--- config.mk ---
export PLATFORM = sky130hd
export DESIGN_NAME = twug_timed_write_unlock_guard
export DESIGN_NICKNAME = d
export VERILOG_FILES = /design/src/twug_pkg.sv /design/src/twug_timed_write_unlock_guard.sv
export VERILOG_INCLUDE_DIRS = /design/src
export SDC_FILE = /design/constraint.sdc
export NUM_CORES = 1
export LEC_CHECK = 0
export ABC_AREA = 0
export BUFFER_PORTS_ARGS = -buffer_cell sky130_fd_sc_hd__buf_2
export CAP_MARGIN = 25
export CORE_UTILIZATION = 30
export CTS_BUF_LIST = sky130_fd_sc_hd__clkbuf_16
export DETAILED_ROUTE_END_ITERATION = 10
export GPL_ROUTABILITY_DRIVEN = 0
export GPL_TIMING_DRIVEN = 0
export PLACE_DENSITY = 0.59
export REMOVE_ABC_BUFFERS = 1
export SLEW_MARGIN = 20
export SYNTH_ARGS = -nofsm -noshare
export SYNTH_HDL_FRONTEND = slang
export SYNTH_SLANG_ARGS = --single-unit
--- constraint.sdc ---
create_clock -name core_clk_i -period 2 [get_ports core_clk_i]
set_clock_uncertainty 0.1 [all_clocks]
set_input_delay 0.2 -clock core_clk_i [delete_from_list [all_inputs] [get_ports core_clk_i]]
set_output_delay 0.2 -clock core_clk_i [all_outputs]
set_load 0.1 [all_outputs]
--- src/twug_consts.svh ---
`ifndef TWUG_CONSTS_SVH
`define TWUG_CONSTS_SVH

// Register addresses in the special-function space
`define TWUG_ADDR_KEY 8'hC7
`define TWUG_ADDR_CHIP 8'h9F
`define TWUG_ADDR_PROG 8'hA4
`define TWUG_ADDR_PMON 8'hAC
`define TWUG_ADDR_SHAD 8'h9C
`define TWUG_ADDR_WDOG 8'hAA

// Key values
`define TWUG_KEY_FIRST 8'hAA
`define TWUG_KEY_SECOND 8'h55

// Reset values
`define TWUG_KEY_RST 8'h00
`define TWUG_PROT_RST 8'h00
`define TWUG_RDATA_RST 8'h00

// Timing in machine cycles
`define TWUG_KEY_WAIT_MC 2'd3
`define TWUG_WINDOW_MC 2'd3
`define TWUG_CNT_ZERO 2'd0
`define TWUG_CNT_ONE 2'd1

`endif

--- src/twug_pkg.sv ---
package twug_pkg;

  typedef logic [7:0] twug_byte_t;
  typedef logic [1:0] twug_cnt_t;

  typedef enum logic [2:0]
  {
    TWUG_SEL_NONE,
    TWUG_SEL_KEY,
    TWUG_SEL_CHIP,
    TWUG_SEL_PROG,
    TWUG_SEL_PMON,
    TWUG_SEL_SHAD,
    TWUG_SEL_WDOG
  } twug_sel_t;

endpackage : twug_pkg

--- src/twug_timed_write_unlock_guard.sv ---
// What this block does
// - A first key write starts a three machine cycle wait for the second key.
// - Second key within the wait opens the window; a late one leaves it shut.
// - The open window lasts three machine cycles and closes by itself.
// - Protected writes land only while the window is open; others are dropped.
// - Several protected writes may land in one window; later ones fail.
// - Reads of protected registers are never blocked.
// - Five registers are protected: chip, program trigger, power, shadow, watchdog.
// - Key register resets to zero and the window starts closed.
`timescale 1ns/1ns
`include "twug_consts.svh"

module twug_timed_write_unlock_guard
  import twug_pkg::*;
(
  // Clock and reset
  input wire logic core_clk_i,
  input wire logic reset_i,
  // Machine cycle strobe from the core
  input wire logic mc_strobe_i,
  // Special-function register access from the core
  input wire logic sfr_wr_i,
  input wire logic sfr_rd_i,
  input wire twug_byte_t sfr_addr_i,
  input wire twug_byte_t sfr_wdata_i,
  output twug_byte_t sfr_rdata_o,
  // Register contents towards the rest of the chip
  output twug_byte_t timed_access_key_o,
  output twug_byte_t chip_control_reg_o,
  output twug_byte_t program_trigger_reg_o,
  output twug_byte_t power_monitor_control_reg_o,
  output twug_byte_t shadow_reg_9c_o,
  output twug_byte_t watchdog_control_reg_o,
  // Window state
  output logic window_open_o
);

  ////////////////////////////////////////////////////////////////////////////////
  // Address decode

  function automatic twug_sel_t twug_decode(input twug_byte_t addr);
    twug_sel_t sel;
    sel = TWUG_SEL_NONE;
    case (addr)
      `TWUG_ADDR_KEY: sel = TWUG_SEL_KEY;
      `TWUG_ADDR_CHIP: sel = TWUG_SEL_CHIP;
      `TWUG_ADDR_PROG: sel = TWUG_SEL_PROG;
      `TWUG_ADDR_PMON: sel = TWUG_SEL_PMON;
      `TWUG_ADDR_SHAD: sel = TWUG_SEL_SHAD;
      `TWUG_ADDR_WDOG: sel = TWUG_SEL_WDOG;
      default: sel = TWUG_SEL_NONE;
    endcase
    return sel;
  endfunction : twug_decode

  twug_sel_t wr_sel;
  twug_sel_t rd_sel;
  logic key_wr;
  logic first_key;
  logic second_key;

  assign wr_sel = twug_decode(sfr_addr_i);
  assign rd_sel = twug_decode(sfr_addr_i);
  assign key_wr = sfr_wr_i && (wr_sel == TWUG_SEL_KEY);
  assign first_key = key_wr && (sfr_wdata_i == `TWUG_KEY_FIRST);
  assign second_key = key_wr && (sfr_wdata_i == `TWUG_KEY_SECOND);

  ////////////////////////////////////////////////////////////////////////////////
  // Key wait and window counters

  twug_cnt_t wait_cnt_ff;
  twug_cnt_t nxt_wait_cnt;
  twug_cnt_t win_cnt_ff;
  twug_cnt_t nxt_win_cnt;
  logic win_active;

  assign win_active = (win_cnt_ff != `TWUG_CNT_ZERO);

  always_comb
  begin
    nxt_wait_cnt = wait_cnt_ff;
    nxt_win_cnt = win_cnt_ff;
    if (mc_strobe_i && (wait_cnt_ff != `TWUG_CNT_ZERO))
    begin
      nxt_wait_cnt = wait_cnt_ff - `TWUG_CNT_ONE;
    end
    if (mc_strobe_i && win_active)
    begin
      nxt_win_cnt = win_cnt_ff - `TWUG_CNT_ONE;
    end
    if (key_wr)
    begin
      // any key write other than the first key ends the wait
      nxt_wait_cnt = `TWUG_CNT_ZERO;
      if (first_key)
      begin
        nxt_wait_cnt = `TWUG_KEY_WAIT_MC;
      end
      if (second_key && (wait_cnt_ff != `TWUG_CNT_ZERO))
      begin
        nxt_win_cnt = `TWUG_WINDOW_MC;
      end
    end
  end

  always_ff @(posedge core_clk_i)
  begin
    if (reset_i)
    begin
      wait_cnt_ff <= `TWUG_CNT_ZERO;
      win_cnt_ff <= `TWUG_CNT_ZERO;
    end
    else
    begin
      wait_cnt_ff <= nxt_wait_cnt;
      win_cnt_ff <= nxt_win_cnt;
    end
  end

  ////////////////////////////////////////////////////////////////////////////////
  // Key and protected registers

  twug_byte_t key_ff, nxt_key;
  twug_byte_t chip_ff, nxt_chip;
  twug_byte_t prog_ff, nxt_prog;
  twug_byte_t pmon_ff, nxt_pmon;
  twug_byte_t shad_ff, nxt_shad;
  twug_byte_t wdog_ff, nxt_wdog;
  logic prot_wr;
  logic win_ff, nxt_win;

  assign prot_wr = sfr_wr_i && win_active;

  always_comb
  begin
    nxt_key = key_ff;
    nxt_chip = chip_ff;
    nxt_prog = prog_ff;
    nxt_pmon = pmon_ff;
    nxt_shad = shad_ff;
    nxt_wdog = wdog_ff;
    if (key_wr)
    begin
      nxt_key = sfr_wdata_i;
    end
    if (prot_wr)
    begin
      case (wr_sel)
        TWUG_SEL_CHIP: nxt_chip = sfr_wdata_i;
        TWUG_SEL_PROG: nxt_prog = sfr_wdata_i;
        TWUG_SEL_PMON: nxt_pmon = sfr_wdata_i;
        TWUG_SEL_SHAD: nxt_shad = sfr_wdata_i;
        TWUG_SEL_WDOG: nxt_wdog = sfr_wdata_i;
        default: nxt_chip = chip_ff;
      endcase
    end
    nxt_win = (nxt_win_cnt != `TWUG_CNT_ZERO);
  end

  always_ff @(posedge core_clk_i)
  begin
    if (reset_i)
    begin
      key_ff <= `TWUG_KEY_RST;
      chip_ff <= `TWUG_PROT_RST;
      prog_ff <= `TWUG_PROT_RST;
      pmon_ff <= `TWUG_PROT_RST;
      shad_ff <= `TWUG_PROT_RST;
      wdog_ff <= `TWUG_PROT_RST;
      win_ff <= 1'b0;
    end
    else
    begin
      key_ff <= nxt_key;
      chip_ff <= nxt_chip;
      prog_ff <= nxt_prog;
      pmon_ff <= nxt_pmon;
      shad_ff <= nxt_shad;
      wdog_ff <= nxt_wdog;
      win_ff <= nxt_win;
    end
  end

  ////////////////////////////////////////////////////////////////////////////////
  // Read path

  twug_byte_t rdata_ff, nxt_rdata;

  always_comb
  begin
    nxt_rdata = `TWUG_RDATA_RST;
    if (sfr_rd_i)
    begin
      case (rd_sel)
        TWUG_SEL_KEY: nxt_rdata = key_ff;
        TWUG_SEL_CHIP: nxt_rdata = chip_ff;
        TWUG_SEL_PROG: nxt_rdata = prog_ff;
        TWUG_SEL_PMON: nxt_rdata = pmon_ff;
        TWUG_SEL_SHAD: nxt_rdata = shad_ff;
        TWUG_SEL_WDOG: nxt_rdata = wdog_ff;
        default: nxt_rdata = `TWUG_RDATA_RST;
      endcase
    end
  end

  always_ff @(posedge core_clk_i)
  begin
    if (reset_i)
    begin
      rdata_ff <= `TWUG_RDATA_RST;
    end
    else
    begin
      rdata_ff <= nxt_rdata;
    end
  end

  assign sfr_rdata_o = rdata_ff;
  assign timed_access_key_o = key_ff;
  assign chip_control_reg_o = chip_ff;
  assign program_trigger_reg_o = prog_ff;
  assign power_monitor_control_reg_o = pmon_ff;
  assign shadow_reg_9c_o = shad_ff;
  assign watchdog_control_reg_o = wdog_ff;
  assign window_open_o = win_ff;
endmodule : twug_timed_write_unlock_guard

After elaboration in Yosys (flattened, before gate mapping)
Index checks and enable logic that the tools add are counted.
Widths: inputs -> output; s select.
{ "word_totals": {"reg_bits": 61, "input_bits": 21, "output_inout_bits": 57, "word_cells": 52} }
{ "op_classes": {"n_addsub": 2, "eq_ne": 14, "mux": 8, "bitwise": 1, "n_reduce_logical": 17} }
{ "ops": {"columns": ["operator", "count"], "rows": [
  ["$eq 8x8->1 const B", 7],
  ["$pmux 8 s6", 1],
  ["$pmux 3 s6", 1],
  ["$mux 2", 6],
  ["$reduce_and 2->1", 5],
  ["$eq 3x3->1 const B", 3],
  ["$eq 8x7->1 const B", 1],
  ["$reduce_bool 2->1", 4],
  ["$logic_and 1x1->1", 7],
  ["$eq 3x2->1 const B", 2],
  ["$sub 2x1->2 const B", 2],
  ["$eq 3x1->1 const B", 1],
  ["$reduce_or 2->1", 1],
  ["$not 1->1", 1]
]} }

Logic depth before layout (Yosys ltp)
Gate-level depths: netlist (run 1).
{ "depth": {"word_depth": 9, "ltp_mapped": 7, "depth_no_buf": 6} }

Worst setup path before layout (run 1)
OpenSTA, ideal clock, no wires.
{ "synth_path": {"kind": "reg2reg", "from": "register pmon_ff[6] (netlist: power_monitor_control_reg_o[6])", "to": "register rdata_ff[6] (netlist: sfr_rdata_o[6])", "setup_time_ps": 83, "t_arrival_ps": 1476, "required_time_ps": 1817, "slack_ps": 341, "path_stages_with_launch": 4, "path_buffers": 0, "period_less_slack_ps": 1659, "path_cell_list": "dfxtp_1 > mux2_2 > a22oi_1 > o221ai_1"} }
{ "synth_between": {"elab_chain_len": 1} }
{ "synth_lines": {"columns": ["item", "line_no", "rtl"], "rows": [
  ["start, declared", "twug_timed_write_unlock_guard.sv:126", "twug_byte_t pmon_ff, nxt_pmon;"],
  ["start signal, assigned", "twug_timed_write_unlock_guard.sv:167", "pmon_ff <= `TWUG_PROT_RST;"],
  ["start signal, assigned", "twug_timed_write_unlock_guard.sv:177", "pmon_ff <= nxt_pmon;"],
  ["$pmux 8 s6", "twug_timed_write_unlock_guard.sv:194", "case (rd_sel)"],
  ["end signal, assigned", "twug_timed_write_unlock_guard.sv:210", "rdata_ff <= `TWUG_RDATA_RST;"],
  ["end signal, assigned", "twug_timed_write_unlock_guard.sv:214", "rdata_ff <= nxt_rdata;"],
  ["end, declared", "twug_timed_write_unlock_guard.sv:187", "twug_byte_t rdata_ff, nxt_rdata;"]
]} }
No other way between the ends.
A chain may end at the register's enable or synchronous reset.

Final worst setup path (run 1)
{ "layout_path": {"from": "input sfr_addr_i[3]", "to": "register win_cnt_ff[0]"} }
{ "layout_between": {"elab_chain_len": 8, "elab_cells_between_ends": 13, "classes_between": "eq/ne: 7; mux: 3; reduce/logical: 3"} }
{ "layout_lines": {"columns": ["item", "line_no", "rtl"], "rows": [
  ["start, declared", "twug_timed_write_unlock_guard.sv:24", "input wire twug_byte_t sfr_addr_i,"],
  ["$eq 8x8->1", "twug_timed_write_unlock_guard.sv:44", "case (addr)"],
  ["$pmux 3 s6 (*)", "twug_timed_write_unlock_guard.sv:44", null],
  ["$eq 3x1->1 (*)", "twug_timed_write_unlock_guard.sv:64", "assign key_wr = sfr_wr_i && (wr_sel == TWUG_SEL_KEY);"],
  ["$logic_and 1x1->1 (*)", "twug_timed_write_unlock_guard.sv:64", null],
  ["$logic_and 1x1->1", "twug_timed_write_unlock_guard.sv:66", "assign second_key = key_wr && (sfr_wdata_i == `TWUG_KEY_SECOND);"],
  ["$logic_and 1x1->1", "twug_timed_write_unlock_guard.sv:99", "if (second_key && (wait_cnt_ff != `TWUG_CNT_ZERO))"],
  ["$mux 2", "twug_timed_write_unlock_guard.sv:99", null],
  ["$mux 2 (*)", "twug_timed_write_unlock_guard.sv:91", "if (key_wr)"],
  ["end signal, assigned", "twug_timed_write_unlock_guard.sv:111", "win_cnt_ff <= `TWUG_CNT_ZERO;"],
  ["end signal, assigned", "twug_timed_write_unlock_guard.sv:116", "win_cnt_ff <= nxt_win_cnt;"],
  ["end, declared", "twug_timed_write_unlock_guard.sv:73", "twug_cnt_t win_cnt_ff;"]
]} }
Every way passes the cells marked *; elsewhere a longest branch is shown, timed or not.

==> results of run 1 <==
## cells by family (layout without fill, tap and decap cells)
kind of cell    count (synthesis)  count (layout)  synth area share
simple gates                   90              90             0.183
flops                          61              61             0.460
mux                            52              52             0.198
compound gates                 43              43             0.118
buf+inv                        15              97            0.0254
fa+ha+maj                       2               2           0.00942
xor+xnor                        2               2           0.00660
## worst max-delay path, stage by stage
cell and delay (ps):
buf_2 170, and4b_1 300, nand3_1 470, or4_4 730
a21oi_2 130
## final cells by class
cell class	count	area (sq um)
fill	848	4970
multi-input combinational	189	1410
sequential	61	1220
timing repair buffer	77	385
clock buffer	9	225
tap	105	131
clock inverter	7	27.5
inverter	4	15.0
## layer usage
layer	part of all wire	GRT usage
met2	0.47	0.262
met3	0.064	0.0592
met1	0.44	0.209
met5	0	0
met4	0.018	0.0684
## final timing paths
kind	from	to	slack (ps)	depth (start not counted)
worst max-delay path	sfr_addr_i[3]	win_cnt_ff[0]	150	5
worst min-delay path	sfr_wr_i	wait_cnt_ff[1]	100	3
worst max register to register	win_cnt_ff[0]	watchdog_control_reg_o[0]	180	6
worst min register to register	timed_access_key_o[3]	sfr_rdata_o[3]	410	2
## layout by cell type (no fill, tap or decap), types with 2 or more instances in the layout
cell type	count
nor2_1	48
o21a_1	4
a21oi_2	3
nor4bb_1	2
mux2i_1	48
nand3_4	3
and4bb_2	3
clkinv_1	2
nor2b_1	8
and2_1	2
nor3b_1	2
a2bb2oi_1	3
a22oi_1	16
dfxtp_1	61
inv_1	8
o22ai_1	4
a21oi_1	2
o21ai_0	5
xnor2_1	2
nand2_1	7
buf_2	77
mux2_2	4
ha_1	2
a22o_1	4
nand3_1	3
clkbuf_16	9
## through the flow
stage          setup TNS [ps]  hold WS, ps  setup WS [ps]  cells
2_1_floorplan               0          162            203    254
3_3_place_gp            -9700          397           -494    436
3_5_place_dp            -2950          395           -202    436
4_1_cts                     0         93.6           51.3    452
5_1_grt                     0          118           2.49    452
6_report                    0          104            154    452
## state kept, by name, summed over array words and instances (netlist names), 8 cells and up
| name | flops |
|---|---|
| sfr_rdata_o | 8 |
| watchdog_control_reg_o | 8 |
| shadow_reg_9c_o | 8 |
| timed_access_key_o | 8 |
| program_trigger_reg_o | 8 |
| power_monitor_control_reg_o | 8 |
| chip_control_reg_o | 8 |
## power by group
group          total (uW)  leakage [uW]  switching [uW]  internal, uW
registers            1240      0.000491            7.05          1230
clock network        1300      0.000139             499           805
logic                 217       0.00107             145          72.0
total                2760       0.00170             652          2110
==> impl_metrics.tcl, run 1 <==
set metrics [dict create \
    status "completed" \
    synth.area.top_cells "dfxtp_1 46%, mux2i_1 18%, nor2_1 6.8%" \
    cts_buffer_depth 2 \
    die_y_um 96.1 \
    overflow 0 \
    placed_area_sq_um 3130 \
    slew_viol_final 0 \
    grt_pass1_vias 2181 \
    start_util 0.317 \
    max-vdd-ir-drop_uv 410 \
    relSlewSlack 0.318 \
    finalCritPeriodShare 0.923 \
    critPathMaxFanout 11 \
    clkTransAtPathRegs_ps 50 \
    power.density_nw_per_um2 810 \
    num_vias 2279 \
    wl_per_cell_um 16.0 \
    synth_cell_types 38 \
    ys_seq_elements 61 \
    tightest_slew_ps 1020 \
    synth_top_cell_area_share 0.460 \
    synth_edf_count 0 \
    setup_viol 0 \
    first_iter_violations 93 \
    fmax_mhz 542 \
    clockRootBuffer "clkbuf_16" \
    synth_ff_type "dfxtp_1" \
    design_area_sq_um 3410 \
    die_x_um 96.1 \
    post_cts_resized 0 \
    setup.worst_path.class "input port to register" \
    power_leakage_uw 0.00170 \
    synth_warnings 0 \
    grt_max_degree 55 \
    cp-start-kind "input port" \
    grt_pass1_wl_um 11300 \
    postCtsHoldBufs 0 \
    ys_seq_area_frac 0.460 \
    critPathRequiredTime_ps 2150 \
    netlist_area_sq_um 2660 \
    antennaDiodeCount 0 \
    async_flop_share 0 \
    rsz0062_at_grt "false" \
    core_sq_um 8380 \
    endpoint_kind "register" \
    dp_hpwl_um 5330 \
    postCtsSetupBuffers 0 \
    clk_latency_ps 330 \
    wl_um 7220 \
    min_path_type "input port to register" \
    detail_route.first_pass.iterations 4 \
    grt_usage 0.168 \
    synth_common_cells "61 x dfxtp_1, 48 x mux2i_1, 48 x nor2_1, 16 x a22oi_1, 8 x nor2b_1" \
    hold_viol 0 \
    fin_util 0.407 \
    antenna_found_initial 0 \
    drtAntennaViolNets 0 \
    cts_tree "built" \
    fp.dieArea_sq_um 9230 \
    area_growth_pct 28.5 \
    syn_avg_cell_area_sq_um 10.0 \
    netlist_instances 265 \
    period_minus_slack_ps 1850 \
    viasPerCell 5.04 \
    h-tree-depth 3 \
    io_pins 78 \
    drc_errors 0 \
    fin_total_pwr_uw 2760 \
    yosysMostFrequentCell "dfxtp_1" \
    synth_top_area_cell "dfxtp_1" \
    cts_buffers 9 \
    cts_sinks 61 \
    port-buffer-count 77 \
    drive_above_1_share 0.300 \
    core.rowCount 33 \
    final_nets 365 \
    maxCapViolations 0 \
    worstPathArrival_ps 1990 \
]
Note: power is estimated with default switching activity, not from simulation.
==> run 2: changes to the inputs <==
--- a/config.mk
+++ b/config.mk
@@ -7,7 +7,7 @@
 export NUM_CORES = 1
 export LEC_CHECK = 0
 export ABC_AREA = 0
-export BUFFER_PORTS_ARGS = -buffer_cell sky130_fd_sc_hd__buf_2
+export BUFFER_PORTS_ARGS = -buffer_cell sky130_fd_sc_hd__clkbuf_2
 export CAP_MARGIN = 25
 export CORE_UTILIZATION = 30
 export CTS_BUF_LIST = sky130_fd_sc_hd__clkbuf_16
==> constraint.sdc (replaced) <==
create_clock -name core_clk_i -period 2 [get_ports core_clk_i]
set_clock_uncertainty 0.1 [all_clocks]
set_input_delay 0.4 -clock core_clk_i [delete_from_list [all_inputs] [get_ports core_clk_i]]
set_output_delay 0.4 -clock core_clk_i [all_outputs]
set_load 0.1 [all_outputs]
==> impl_metrics.tcl, run 2 (synthesized netlist as in run 1, its figures left out) <==
set metrics [dict create \
    io_pins 78 \
    area_growth_pct 29.9 \
    maxCapViolations 0 \
    port-buffer-count 77 \
    rsz0062_at_grt "true" \
    relSlewSlack 0.512 \
    die_y_um 96.1 \
    clk_latency_ps 330 \
    cts_sinks 61 \
    fp.dieArea_sq_um 9230 \
    h-tree-depth 3 \
    grt_pass1_vias 2222 \
    core.rowCount 33 \
    max-vdd-ir-drop_uv 377 \
    die_x_um 96.1 \
    power_frac_seq 0.425 \
    grt_usage 0.167 \
    status "completed" \
    final.setup.tns_ps 0 \
    dp_hpwl_um 5440 \
    drive_above_1_share 0.310 \
    viasPerCell 5.03 \
    endpoint_kind "register" \
    netSwitchingPower_uw 666 \
    num-fill-cells 836 \
    hold_ws_ps 309 \
    min_path_type "input port to register" \
    multi_input_area_sq_um 1390 \
    p_comb_frac 0.076 \
    start_util 0.317 \
    final_cell_mix "77 x clkbuf_2, 61 x dfxtp_1, 48 x mux2i_1, 48 x nor2_1, 16 x a22oi_1" \
    pwr-share-clk 0.499 \
    power.density_nw_per_um2 846 \
    power_leakage_uw 0.00168 \
    overflow 0 \
    p_int_uw 2250 \
    postCtsSetupBuffers 0 \
    fin_cells 453 \
    core_sq_um 8380 \
    antennaDiodeCount 0 \
    cp-start-kind "register" \
    place_inst 437 \
    grt_max_degree 31 \
    final_nets 366 \
    num_vias 2277 \
    worstPathArrival_ps 1970 \
    cts_tree "built" \
    critPathRequiredTime_ps 2090 \
    setup.worst_path.class "register to register" \
    drtAntennaViolNets 0 \
    fmax_mhz 531 \
    tightest_slew_ps 731 \
    slew_viol_final 0 \
    wl_per_cell_um 15.9 \
    power.share.switching 0.228 \
    clockRootBuffer "clkbuf_16" \
    cts_buffers 9 \
    antenna_found_initial 0 \
    drc_errors 0 \
    wl_um 7190 \
    cts_buffer_depth 2 \
    final_common_cell "clkbuf_2" \
    fin_util 0.412 \
    finalCritPeriodShare 0.941 \
    clkTransAtPathRegs_ps 50 \
    regArea_sq_um 1220 \
    period_minus_slack_ps 1880 \
    hold_viol 0 \
    first_iter_violations 115 \
    detail_route.first_pass.iterations 4 \
    setup_viol 0 \
    grt_pass1_wl_um 11200 \
    critPathMaxFanout 8 \
]
## run 2: cell types whose count changed in the layout (fill, tap and decap cells not counted), sizes merged
cell	change
bufinv	+1
inv	-3
buf	-76
clkbuf	+77
clkinv	+2
## run 2: repair_timing
item,4_1_cts,5_1_grt
endpoints found under the setup margin,3,15
hold buffers,0,0
pin swaps,0,0
resized for setup,1,1
## run 2: metrics by stage
step	setup WS, ps	total power, uW	cell area (sq um)
floorplan	3.32	1390	2600
global placement	-712	1470	3120
detailed placement	-418	1480	3150
CTS	51.6	2950	3440
global route	-21.7	3030	3450
finish	118	2920	3450
## run 2: final cells by class
type | instances | area share
Sequential cell | 61 | 0.354
Multi-Input combinational cell | 189 | 0.402
Clock buffer | 9 | 0.0653
Inverter | 4 | 0.00435
Tap cell | 105 | 0.0381
Clock inverter | 7 | 0.0167
Timing Repair Buffer | 78 | 0.120
## run 2: layer usage
layer | part of all wire | GRT usage | vias to the layer above
met5 | 0 | 0 | -
met4 | 0.024 | 0.0933 | 0
met3 | 0.062 | 0.0427 | 15
met2 | 0.47 | 0.261 | 54
met1 | 0.44 | 0.208 | 1093
li1 | - | - | 1115
## run 2: worst max-delay path, stage by stage, from the launching register on
cell and delay [ps]:
dfxtp_1 350, inv_1 70, ha_1 230, and4bb_1 390, nand3_2 300, mux2i_1 240, nor2_1 60
## run 2: path summary, 6_finish.rpt
| kind | slack (ps) | from | endpoint | cells past startpoint |
|---|---|---|---|---|
| max | 120 | win_cnt_ff[0] | power_monitor_control_reg_o[7] | 6 |
| min | 310 | sfr_wr_i | wait_cnt_ff[1] | 3 |
| max reg2reg | 120 | win_cnt_ff[0] | power_monitor_control_reg_o[7] | 6 |
| min reg2reg | 420 | timed_access_key_o[3] | sfr_rdata_o[3] | 2 |
## run 2: power groups by stage
stage                     clock (uW)  sequential [uW]  combinational [uW]
final                           1460             1240                 221
after global routing            1550             1240                 244
after CTS                       1490             1240                 220
after detailed placement           0             1260                 218
after global placement             0             1260                 208
after floorplan                    0             1290                93.3
